File: config.mk
export PLATFORM = sky130hd
export DESIGN_NAME = pfo_override
export DESIGN_NICKNAME = d
export VERILOG_FILES = /design/src/pfo_pkg.sv /design/src/pfo_fault_ch.sv /design/src/pfo_override.sv
export SDC_FILE = /design/constraint.sdc
export NUM_CORES = 1
export LEC_CHECK = 0
export BUFFER_PORTS_ARGS = -buffer_cell sky130_fd_sc_hd__buf_2
export CAP_MARGIN = 30
export CELL_PAD_IN_SITES_DETAIL_PLACEMENT = 0
export CELL_PAD_IN_SITES_GLOBAL_PLACEMENT = 1
export CORE_MARGIN = 8
export CORE_UTILIZATION = 40
export CTS_BUF_LIST = sky130_fd_sc_hd__clkbuf_2 sky130_fd_sc_hd__clkbuf_4 sky130_fd_sc_hd__clkbuf_8
export CTS_CLUSTER_DIAMETER = 150
export CTS_CLUSTER_SIZE = 14
export DETAILED_ROUTE_END_ITERATION = 12
export GPL_TIMING_DRIVEN = 0
export PLACE_DENSITY = 0.93
export SLEW_MARGIN = 5
export SYNTH_ARGS = -nofsm -noshare
export SYNTH_HDL_FRONTEND = slang
export SYNTH_HIERARCHICAL = 1
export SYNTH_SLANG_ARGS = --single-unit
export TNS_END_PERCENT = 1
File: constraint.sdc
create_clock -name CLK -period 1.7 [get_ports CLK]
set_clock_uncertainty 0.1 [all_clocks]
set_input_delay 0.17 -clock CLK [delete_from_list [all_inputs] [get_ports CLK]]
set_output_delay 0.17 -clock CLK [all_outputs]
set_load 0.005 [all_outputs]
File: src/pfo_pkg.sv
/*
  shared constants of the fault override block: register indices, field
  positions, reset values and the fault latch state type.
  assumes a single 25 MHz clock and a simple strobe register port.
*/
`default_nettype none
// Notes on behaviour
// - fault A level bit: pin active or inactive
// - fault A mode set: cycle by cycle
// - fault A mode clear: fault latches levels
// - four pair enables gate fault A
// - fault B upper byte holds pin levels
// - bits six to four read zero
// - implemented bits read/write, reset zero
// - fault B mode set: cycle by cycle
package pfo_pkg;
  // ****************************************************************
  // register map
  // ****************************************************************
  localparam logic [3:0] PFO_ADDR_FLTA = 4'h0;
  localparam logic [3:0] PFO_ADDR_FLTB = 4'h1;
  localparam logic [3:0] PFO_ADDR_STAT = 4'h2;
  localparam logic [3:0] PFO_ADDR_MASK = 4'h3;
  localparam logic [3:0] PFO_ADDR_CLR = 4'h4;
  // ****************************************************************
  // fields
  // ****************************************************************
  localparam int PFO_MODE_BIT = 7;
  localparam logic [15:0] PFO_CTRL_IMPL = 16'hff8f;
  localparam logic [15:0] PFO_CTRL_RESET = 16'h0000;
  localparam logic [1:0] PFO_IRQ_RESET = 2'h0;
  // ****************************************************************
  // per fault latch state
  // ****************************************************************
  typedef enum logic [1:0] {PFO_IDLE, PFO_HOLD, PFO_CYCLE} pfo_state_e;
endpackage : pfo_pkg
`default_nettype wire

File: src/pfo_fault_ch.sv
/*
  one fault channel: decides whether its fault input owns the pins.
  assumes the fault input and period strobe are synchronous to CLK.
*/
`default_nettype none
module pfo_fault_ch
  import pfo_pkg::*;
(
  input wire logic CLK,
  input wire logic RST,
  input wire logic fault_in,
  input wire logic cycle_mode,
  input wire logic period_start,
  input wire logic latch_clear,
  output logic active,
  output logic event_p
);
  pfo_state_e state;
  pfo_state_e next_state;
  logic fault_d;
  logic next_fault_d;

  // next state: latched mode holds until software clears, cycle mode until period edge
  always_comb begin
    next_state = state;
    next_fault_d = fault_in;
    case (state)
      PFO_IDLE: begin
        if (fault_in) begin
          next_state = cycle_mode ? PFO_CYCLE : PFO_HOLD;
        end
      end
      PFO_HOLD: begin
        if (latch_clear && !fault_in) begin
          next_state = PFO_IDLE;
        end
      end
      PFO_CYCLE: begin
        if (!fault_in && period_start) begin
          next_state = PFO_IDLE;
        end
      end
      default: next_state = PFO_IDLE;
    endcase
  end

  // state registers
  always_ff @(posedge CLK) begin
    if (RST) begin
      state <= PFO_IDLE;
      fault_d <= 1'b0;
    end else begin
      state <= next_state;
      fault_d <= next_fault_d;
    end
  end

  assign active = (state != PFO_IDLE);
  assign event_p = fault_in && !fault_d;

  cyc_release_a: assert property (@(posedge CLK) disable iff (RST)
    (state == PFO_CYCLE && !fault_in && period_start) |=> state == PFO_IDLE)
    else $error("cycle mode did not release at period start");
  cyc_hold_a: assert property (@(posedge CLK) disable iff (RST)
    (state == PFO_CYCLE && fault_in) |=> state == PFO_CYCLE)
    else $error("cycle mode released while fault asserted");
  latch_keep_a: assert property (@(posedge CLK) disable iff (RST)
    (state == PFO_HOLD && !latch_clear) |=> state == PFO_HOLD)
    else $error("latched fault released without clear");
  cover property (@(posedge CLK) disable iff (RST) state == PFO_HOLD ##1 state == PFO_IDLE);
  cover property (@(posedge CLK) disable iff (RST) state == PFO_CYCLE ##1 state == PFO_IDLE);
endmodule // pfo_fault_ch
`default_nettype wire

File: src/pfo_override.sv
/*
  fault override stage for four high/low output pairs with fault A and B.
  assumes the pwm generator supplies raw pin levels and a period strobe;
  active level of a pin is 1. registers reached over a strobe port.
*/
// Our own choices: the placing of the registers and the plain strobed port.
`default_nettype none
module pfo_override
  import pfo_pkg::*;
(
  input wire logic CLK,
  input wire logic RST,
  input wire logic [3:0] ADDR,
  input wire logic [15:0] WDATA,
  input wire logic WR,
  input wire logic RD,
  output logic [15:0] RDATA,
  input wire logic FAULT_A,
  input wire logic FAULT_B,
  input wire logic PERIOD_START,
  input wire logic [7:0] PWM_IN,
  output logic [7:0] PWM_OUT,
  output logic [1:0] FAULT_ACTIVE,
  output logic IRQ
);
  // ****************************************************************
  // registers
  // ****************************************************************
  logic [15:0] fault_a_control;
  logic [15:0] fault_b_control;
  logic [1:0] irq_status;
  logic [1:0] irq_mask;
  logic [15:0] next_a;
  logic [15:0] next_b;
  logic [1:0] next_status;
  logic [1:0] next_mask;
  logic [15:0] next_rdata;
  logic [7:0] next_pwm;
  logic act_a;
  logic act_b;
  logic ev_a;
  logic ev_b;
  logic clr_a;
  logic clr_b;

  // expand four pair enables to eight pin enables (pin order h,l per pair)
  function automatic logic [7:0] pin_en(input logic [3:0] pairs);
    logic [7:0] r;
    r = '0;
    for (int i = 0; i < 4; i++) begin
      r[2*i] = pairs[i];
      r[2*i+1] = pairs[i];
    end
    return r;
  endfunction

  // software latch release: write to the clear register, bit 0 a, bit 1 b
  assign clr_a = WR && ADDR == PFO_ADDR_CLR && WDATA[0];
  assign clr_b = WR && ADDR == PFO_ADDR_CLR && WDATA[1];

  // fault channels
  pfo_fault_ch u_a (
    .CLK(CLK), .RST(RST), .fault_in(FAULT_A),
    .cycle_mode(fault_a_control[PFO_MODE_BIT]),
    .period_start(PERIOD_START), .latch_clear(clr_a),
    .active(act_a), .event_p(ev_a)
  );
  pfo_fault_ch u_b (
    .CLK(CLK), .RST(RST), .fault_in(FAULT_B),
    .cycle_mode(fault_b_control[PFO_MODE_BIT]),
    .period_start(PERIOD_START), .latch_clear(clr_b),
    .active(act_b), .event_p(ev_b)
  );

  // register writes, unimplemented bits masked off
  always_comb begin
    next_a = fault_a_control;
    next_b = fault_b_control;
    next_mask = irq_mask;
    next_status = irq_status;
    if (WR && ADDR == PFO_ADDR_FLTA) begin
      next_a = WDATA & PFO_CTRL_IMPL;
    end
    if (WR && ADDR == PFO_ADDR_FLTB) begin
      next_b = WDATA & PFO_CTRL_IMPL;
    end
    if (WR && ADDR == PFO_ADDR_MASK) begin
      next_mask = WDATA[1:0];
    end
    if (WR && ADDR == PFO_ADDR_STAT) begin
      next_status = irq_status & ~WDATA[1:0];
    end
    next_status = next_status | {ev_b, ev_a}; // set wins over clear
  end

  // read mux, unmapped reads return zero
  always_comb begin
    next_rdata = 16'h0000;
    if (RD) begin
      case (ADDR)
        PFO_ADDR_FLTA: next_rdata = fault_a_control;
        PFO_ADDR_FLTB: next_rdata = fault_b_control;
        PFO_ADDR_STAT: next_rdata = {14'h0000, irq_status};
        PFO_ADDR_MASK: next_rdata = {14'h0000, irq_mask};
        PFO_ADDR_CLR: next_rdata = {12'h000, act_b, act_a, FAULT_B, FAULT_A};
        default: next_rdata = 16'h0000;
      endcase
    end
  end

  // output override: fault A takes priority over fault B on a shared pair
  always_comb begin
    logic [7:0] en_a;
    logic [7:0] en_b;
    en_a = pin_en(fault_a_control[3:0]) & {8{act_a}};
    en_b = pin_en(fault_b_control[3:0]) & {8{act_b}};
    next_pwm = PWM_IN;
    next_pwm = (next_pwm & ~en_b) | (fault_b_control[15:8] & en_b);
    next_pwm = (next_pwm & ~en_a) | (fault_a_control[15:8] & en_a);
  end

  // all state registers
  always_ff @(posedge CLK) begin
    if (RST) begin
      fault_a_control <= PFO_CTRL_RESET;
      fault_b_control <= PFO_CTRL_RESET;
      irq_status <= PFO_IRQ_RESET;
      irq_mask <= PFO_IRQ_RESET;
      RDATA <= 16'h0000;
      PWM_OUT <= 8'h00;
      FAULT_ACTIVE <= 2'h0;
      IRQ <= 1'b0;
    end else begin
      fault_a_control <= next_a;
      fault_b_control <= next_b;
      irq_status <= next_status;
      irq_mask <= next_mask;
      RDATA <= next_rdata;
      PWM_OUT <= next_pwm;
      FAULT_ACTIVE <= {act_b, act_a};
      IRQ <= |(next_status & next_mask);
    end
  end

  // ****************************************************************
  // checks
  // ****************************************************************
  reserved_zero_a: assert property (@(posedge CLK) disable iff (RST)
    (fault_a_control[6:4] == 3'h0) && (fault_b_control[6:4] == 3'h0))
    else $error("unimplemented control bits set");
  write_store_a: assert property (@(posedge CLK) disable iff (RST)
    (WR && ADDR == PFO_ADDR_FLTA) |=> fault_a_control == ($past(WDATA) & PFO_CTRL_IMPL))
    else $error("fault A control write lost");
  force_level_a: assert property (@(posedge CLK) disable iff (RST)
    (act_a && fault_a_control[0]) |=> PWM_OUT[1:0] == $past(fault_a_control[9:8]))
    else $error("pair one not forced to fault A level");
  inactive_drive_a: assert property (@(posedge CLK) disable iff (RST)
    (act_a && fault_a_control[1] && !fault_a_control[10]) |=> !PWM_OUT[2])
    else $error("cleared level bit did not drive inactive");
  pair_free_a: assert property (@(posedge CLK) disable iff (RST)
    (!fault_a_control[3] && !act_b) |=> PWM_OUT[7:6] == $past(PWM_IN[7:6]))
    else $error("disabled pair was overridden");
  b_level_a: assert property (@(posedge CLK) disable iff (RST)
    (act_b && !act_a && fault_b_control[2]) |=> PWM_OUT[5:4] == $past(fault_b_control[13:12]))
    else $error("pair three not forced to fault B level");
  latch_mode_a: assert property (@(posedge CLK) disable iff (RST)
    (FAULT_A && !act_a && !fault_a_control[PFO_MODE_BIT]) |=> ##1 FAULT_ACTIVE[0])
    else $error("fault A did not latch");
  // the interrupt line follows the registered status and mask
  irq_level_a: assert property (@(posedge CLK) disable iff (RST)
    IRQ == |(irq_status & irq_mask))
    else $error("interrupt line disagrees with status and mask");
  // a fault edge always lands in status, even beside a clear write
  status_set_a: assert property (@(posedge CLK) disable iff (RST)
    ev_a |=> irq_status[0])
    else $error("fault A event not recorded");
  status_clear_a: assert property (@(posedge CLK) disable iff (RST)
    (WR && ADDR == PFO_ADDR_STAT && WDATA[0] && !ev_a) |=> !irq_status[0])
    else $error("status bit not cleared by write of one");
  mask_store_a: assert property (@(posedge CLK) disable iff (RST)
    (WR && ADDR == PFO_ADDR_MASK) |=> irq_mask == $past(WDATA[1:0]))
    else $error("mask write lost");
  b_store_a: assert property (@(posedge CLK) disable iff (RST)
    (WR && ADDR == PFO_ADDR_FLTB) |=> fault_b_control == ($past(WDATA) & PFO_CTRL_IMPL))
    else $error("fault B control write lost");
  // read data stand only in the cycle after the strobe
  read_idle_a: assert property (@(posedge CLK) disable iff (RST)
    !RD |=> RDATA == 16'h0000)
    else $error("read data shown without a read");
  read_ctrl_a: assert property (@(posedge CLK) disable iff (RST)
    (RD && ADDR == PFO_ADDR_FLTA) |=> RDATA == $past(fault_a_control))
    else $error("fault A control read wrong");
  unmapped_read_a: assert property (@(posedge CLK) disable iff (RST)
    (RD && ADDR > PFO_ADDR_CLR) |=> RDATA == 16'h0000)
    else $error("unmapped read not zero");
  // fault A wins a pair that both faults own
  a_priority_a: assert property (@(posedge CLK) disable iff (RST)
    (act_a && act_b && fault_a_control[1] && fault_b_control[1]) |=>
      PWM_OUT[3:2] == $past(fault_a_control[11:10]))
    else $error("fault B overrode fault A on a shared pair");
  // with no fault owning the pins the raw levels pass through
  free_pins_a: assert property (@(posedge CLK) disable iff (RST)
    (!act_a && !act_b) |=> PWM_OUT == $past(PWM_IN))
    else $error("pins overridden with no fault active");
  cover property (@(posedge CLK) disable iff (RST) act_a && act_b);
  cover property (@(posedge CLK) disable iff (RST) IRQ);
endmodule // pfo_override
`default_nettype wire

==> Yosys cells after proc, flatten, opt, wreduce, memory -nomap -nowiden <==
Index checks and enable logic that the tools add are counted.
{ "word_totals": {"reg_bits": 63, "in_bits": 35, "out_inout_bits": 27, "wordCells": 80} }
{ "classes": {"eq_ne": 14, "n_mux": 13, "n_bitwise": 15, "reduce_logical": 26} }
{ "op_table": {"columns": ["cell", "n"], "rows": [
  ["case mux 16 bit (5 select lines)", 1],
  ["bitwise AND 8 bit", 6],
  ["two-way mux 2 bit", 10],
  ["inverter 8 bit", 2],
  ["bitwise OR 8 bit", 2],
  ["logical AND 1 bit", 13],
  ["case mux 2 bit (3 select lines)", 2],
  ["equality test 4 x 2 -> 1 bit (second input constant)", 2],
  ["!= test 2 x 1 -> 1 bit (second input constant)", 4],
  ["AND reduction 3 bit", 2],
  ["bitwise AND 2 bit", 2],
  ["equality test 2 x 1 -> 1 bit (second input constant)", 2],
  ["equality test 2 bit (second input constant)", 2],
  ["equality test 4 x 1 -> 1 bit (second input constant)", 1],
  ["equality test 4 x 3 -> 1 bit (second input constant)", 1],
  ["logical NOT 1 bit", 4],
  ["logical NOT 2 bit", 2],
  ["logical NOT 4 bit", 1],
  ["!= test 2 bit (second input constant)", 2],
  ["nonzero test 2 bit", 2],
  ["OR reduction 2 bit", 2],
  ["inverter 2 bit", 1],
  ["bitwise OR 2 bit", 1],
  ["inverter 1 bit", 1]
]} }

==> Logic depth before layout (Yosys ltp) <==
{ "logic_depth": {"word_depth": 7, "ltp_mapped": 6, "mapped_depth_nobuf": 5} }

==> By module <==
The synthesis kept the hierarchy.
{ "by_module_without_submodules": {"columns": ["mod", "n_inst", "cells_each", "area_each_um2"], "rows": [
  ["pfo_override", 1, 254, 2134.5],
  ["pfo_fault_ch", 2, 13, 121.4]
]} }

==> Least setup slack after synthesis <==
OpenSTA, ideal clock, no wires.
{ "synth_path": {"kind": "input to register", "start": "input ADDR[1]", "end": "register fault_a_control[10]", "setup_ps": 132, "arrival_time_ps": 1162, "required_ps": 1468, "slack_ps": 305, "path_stages": 6, "path_buffers": 2, "path_cell_list": "buf_4 > nor4_2 > nand2_1 > clkbuf_1 > nand2_1 > a21oi_1"} }
{ "synth_between": {"elab_chain_len": 2} }
{ "synth_lines": {"columns": ["element", "line_no", "text"], "rows": [
  ["from (decl)", "pfo_override.sv:13", "input wire logic [3:0] ADDR,"],
  ["logical NOT 4 bit", "pfo_override.sv:81", "if (WR && ADDR == PFO_ADDR_FLTA) begin"],
  ["logical AND 1 bit", "pfo_override.sv:81", null],
  ["to (signal assigned)", "pfo_override.sv:134", "fault_a_control <= next_a;"],
  ["to (decl)", "pfo_override.sv:29", "logic [15:0] fault_a_control;"]
]} }
Every way passes these cells.
A chain may end at the register's enable or synchronous reset.

==> Worst setup path in the final report <==
{ "layout_path": {"start": "input RST", "end": "register RDATA[7]"} }
{ "layout_between": {"elab_chain_len": 1} }
{ "layout_lines": {"columns": ["element", "line_no", "text"], "rows": [
  ["from (decl)", "pfo_override.sv:12", "input wire logic RST,"],
  ["OR reduction 2 bit (no source line)", null, null],
  ["to (signal assigned)", "pfo_override.sv:138", "RDATA <= next_rdata;"],
  ["to (decl)", "pfo_override.sv:17", "output logic [15:0] RDATA,"]
]} }
Every way passes these cells.

==> impl_metrics.ini <==
[status]
status = completed

[cts]
clk-insertion-delay-late_ns = 0.33
cts.path.max_buffers = 2
root_buffer = clkbuf_8
cts_tree = yes
cts_setup_buffers = 0
cts-htree-levels = 3
clkTransAtPathRegs_ns = 0.06
clock_sinks = 60
cts_made_buffers = 9

[yosys]
syn_inst = 280
synth_xor_area_share_pct = 0
ys_types = 33
synth.mux.area_fraction_pct = 2.526
syn_area_sq_um = 2377
synth_edf_count = 0
synth_compound_area_share_pct = 15.95
synthAdderAreaFrac_pct = 0
ys_seq_elements = 60
yosysWarnings = 6
synth_top_family_by_area = simple AND/OR/NAND/NOR gates
yosysSeqAreaShare_pct = 50.53
ys.flop_type = dfxtp_1
postSynth.asyncResetShare_pct = 0
syn_area_per_cell_sq_um = 8.490
synthSimpleGateAreaFrac_pct = 26.74

[final_layout]
design_area_sq_um = 3075
drive_gt1_share_pct = 23.55
post-route-util_pct = 52.88
antenna_cells = 0
nets = 392
area_delta_synth_final_pct = 29.37
fillCellCount = 580

[timing]
max_slew_margin_pct = 62.49
hold_viol_final = 0
slew_viol_final = 0
tightestPinTransition_ns = 0.5626
max_freq_ghz = 0.6304
fin_crit_sh_pct = 93.32
period_needed_ns = 1.586
rsz0062_at_grt = no
fin_setup_tns_ns = 0
setup_viol = 0

[floorplanning]
fp.coreArea_sq_um = 5816
ios = 62
die_area_sq_um = 8666
initial_utilization_pct = 40.88
die_x_microns = 93.09
num_rows = 28
fp.dieH_microns = 93.09

[pwr]
comb_power_share_pct = 7.7
power.density_nw_per_um2 = 982.6
irDropWorstVdd_uv = 445.9
clkPwrFrac_pct = 44.2
p_int_mw = 2.367
p_leak_nw = 1.245
power_switching_uw = 655.2
power.total_mw = 3.022
p_sw_share_pct = 21.68
p_seq_share_pct = 48.1

[setup_path]
cp-start-kind = input port
arrival_ns = 1.74
r2r-start = u_b/state[1]$_SDFFE_PP0P_
worstPathRequired_ns = 1.86
r2r-end = PWM_OUT[5]$_SDFF_PP0_
path_class = in2reg
cp_max_fo = 10
rrSetupSlack_ns = 0.21
r2r_cells = 4
critPathCaptureType = flip-flop
worstSetupStartpoint = RST

[drt]
antenna_left = 0
routed_wl_mm = 6.329
dr.pass1.iters = 5
vias = 2169
drtIter0Drc = 175
via_per_inst = 4.975
drc = 0
wl_per_cell_microns = 14.52

[flow_run]
cap_violations = 0

[place]
placed_area_sq_um = 2744
port_buffers = 53
place_congestion = 0.8618
dp_hpwl_mm = 4.597

[hold_path]
min_from = PWM_IN[2]
hold_depth = 3
hold_path.class = in2reg
holdPathEnd = PWM_OUT[2]$_SDFF_PP0_

[grt]
antenna_found_initial = 0
grt_use_total_pct = 15.12
grt_overflow = 0
grt_pass1_wl_mm = 10.14
grt_max_degree = 15
grt_pass1_vias = 2083
## cells by family after synthesis
| logic type | Yosys count |
|---|---|
| buffers and inverters | 19 |
| muxes | 6 |
| and+or+nand+nor | 136 |
| DFF | 60 |
| AOI/OAI and AO/OA | 58 |
| other | 1 |
## power groups by stage
| stage | logic [mW] | clock network (mW) | registers (mW) |
|---|---|---|---|
| finish | 0.232 | 1.34 | 1.45 |
| global route | 0.257 | 1.41 | 1.46 |
| CTS | 0.232 | 1.35 | 1.45 |
| detailed placement | 0.213 | 0 | 1.49 |
| global placement | 0.211 | 0 | 1.48 |
| floorplan | 0.112 | 0 | 1.48 |
## sequential cells by signal (all words and copies together), names as in the netlist
signal / count
u_b/state: 2
irq_mask: 2
irq_status: 2
IRQ: 1
RDATA: 13
fault_a_control: 13
u_a/state: 2
u_b/fault_d: 1
FAULT_ACTIVE: 2
PWM_OUT: 8
fault_b_control: 13
u_a/fault_d: 1
## repair_timing
item | 4_1_cts | 5_1_grt
hold endpoints to repair | 26 | 0
setup endpoints to repair | 1 | 15
pin swaps | 0 | 0
resized for setup | 0 | 5
hold buffers | 12 | 0
cloned | 0 | 0
## metrics by stage
step | hold WS [ns] | worst slack (ns) | cells
2_1_floorplan | 0.1416 | 0.3054 | 282
5_1_grt | 0.008397 | 0.04312 | 436
6_report | 0.009602 | 0.1136 | 436
3_5_place_dp | 0.3299 | -0.07484 | 410
4_1_cts | 0.002877 | 0.009003 | 436
3_3_place_gp | 0.3239 | -0.07075 | 410
## layer usage
layer / vias to the layer above / part of all wire [%] / GRT usage [%]
met3: 13 / 6.3 / 4.087
li1: 1108 / - / -
met4: 0 / 2.0 / 9.530
met5: - / 0 / 0
met2: 65 / 49 / 25.56
met1: 983 / 42 / 16.48
## layout make-up
type	instances	area (sq um)	area share (%)
Buffer	17	95.09	3.092
Clock buffer	14	180.2	5.858
Sequential cell	60	1201	39.06
Tap cell	75	93.84	3.051
Multi-Input combinational cell	203	1086	35.31
Timing Repair Buffer	65	385.4	12.53
Clock inverter	1	30.03	0.9764
Inverter	1	3.754	0.1221
## worst max path at each step
stage                                             to
finish                           RDATA[7]$_SDFF_PP0_
floorplan           fault_a_control[10]$_SDFFE_PP0P_
detailed placement  fault_a_control[12]$_SDFFE_PP0P_
CTS                              RDATA[7]$_SDFF_PP0_
global placement     fault_a_control[9]$_SDFFE_PP0P_
global route                     RDATA[7]$_SDFF_PP0_
## synth_stat cells, types with 6 or more instances
cell | count | area share, %
nor2_1 | 26 | 4.1
nor2b_1 | 7 | 1.8
nand2_1 | 71 | 11
dfxtp_1 | 60 | 51
a21oi_1 | 30 | 6.3
nand3_1 | 10 | 2.1
buf_4 | 6 | 1.9
a22oi_1 | 11 | 3.5
mux2i_1 | 6 | 2.5
a311oi_1 | 8 | 2.9
clkbuf_1 | 8 | 1.3
## cells in the final DEF (no fill, tap or decap), drive strengths merged, types with 6 or more instances in the layout
cell type	Yosys	routed
mux2i	6	6
nand2	71	71
nand3	10	10
dlygate4sd3	0	12
a22oi	11	11
a21oi	30	30
nor2	27	27
a311oi	8	8
buf	10	63
clkbuf	8	21
nor2b	7	7
dfxtp	60	60
## worst max-delay path, cell delays in order
cell           delay, ns
dlygate4sd3_1       0.53
buf_2               0.16
clkbuf_2            0.15
nor2b_1             0.17
o21ai_1             0.16
buf_4               0.23
nor2_1              0.17
Power figures use the tool's default switching activity.
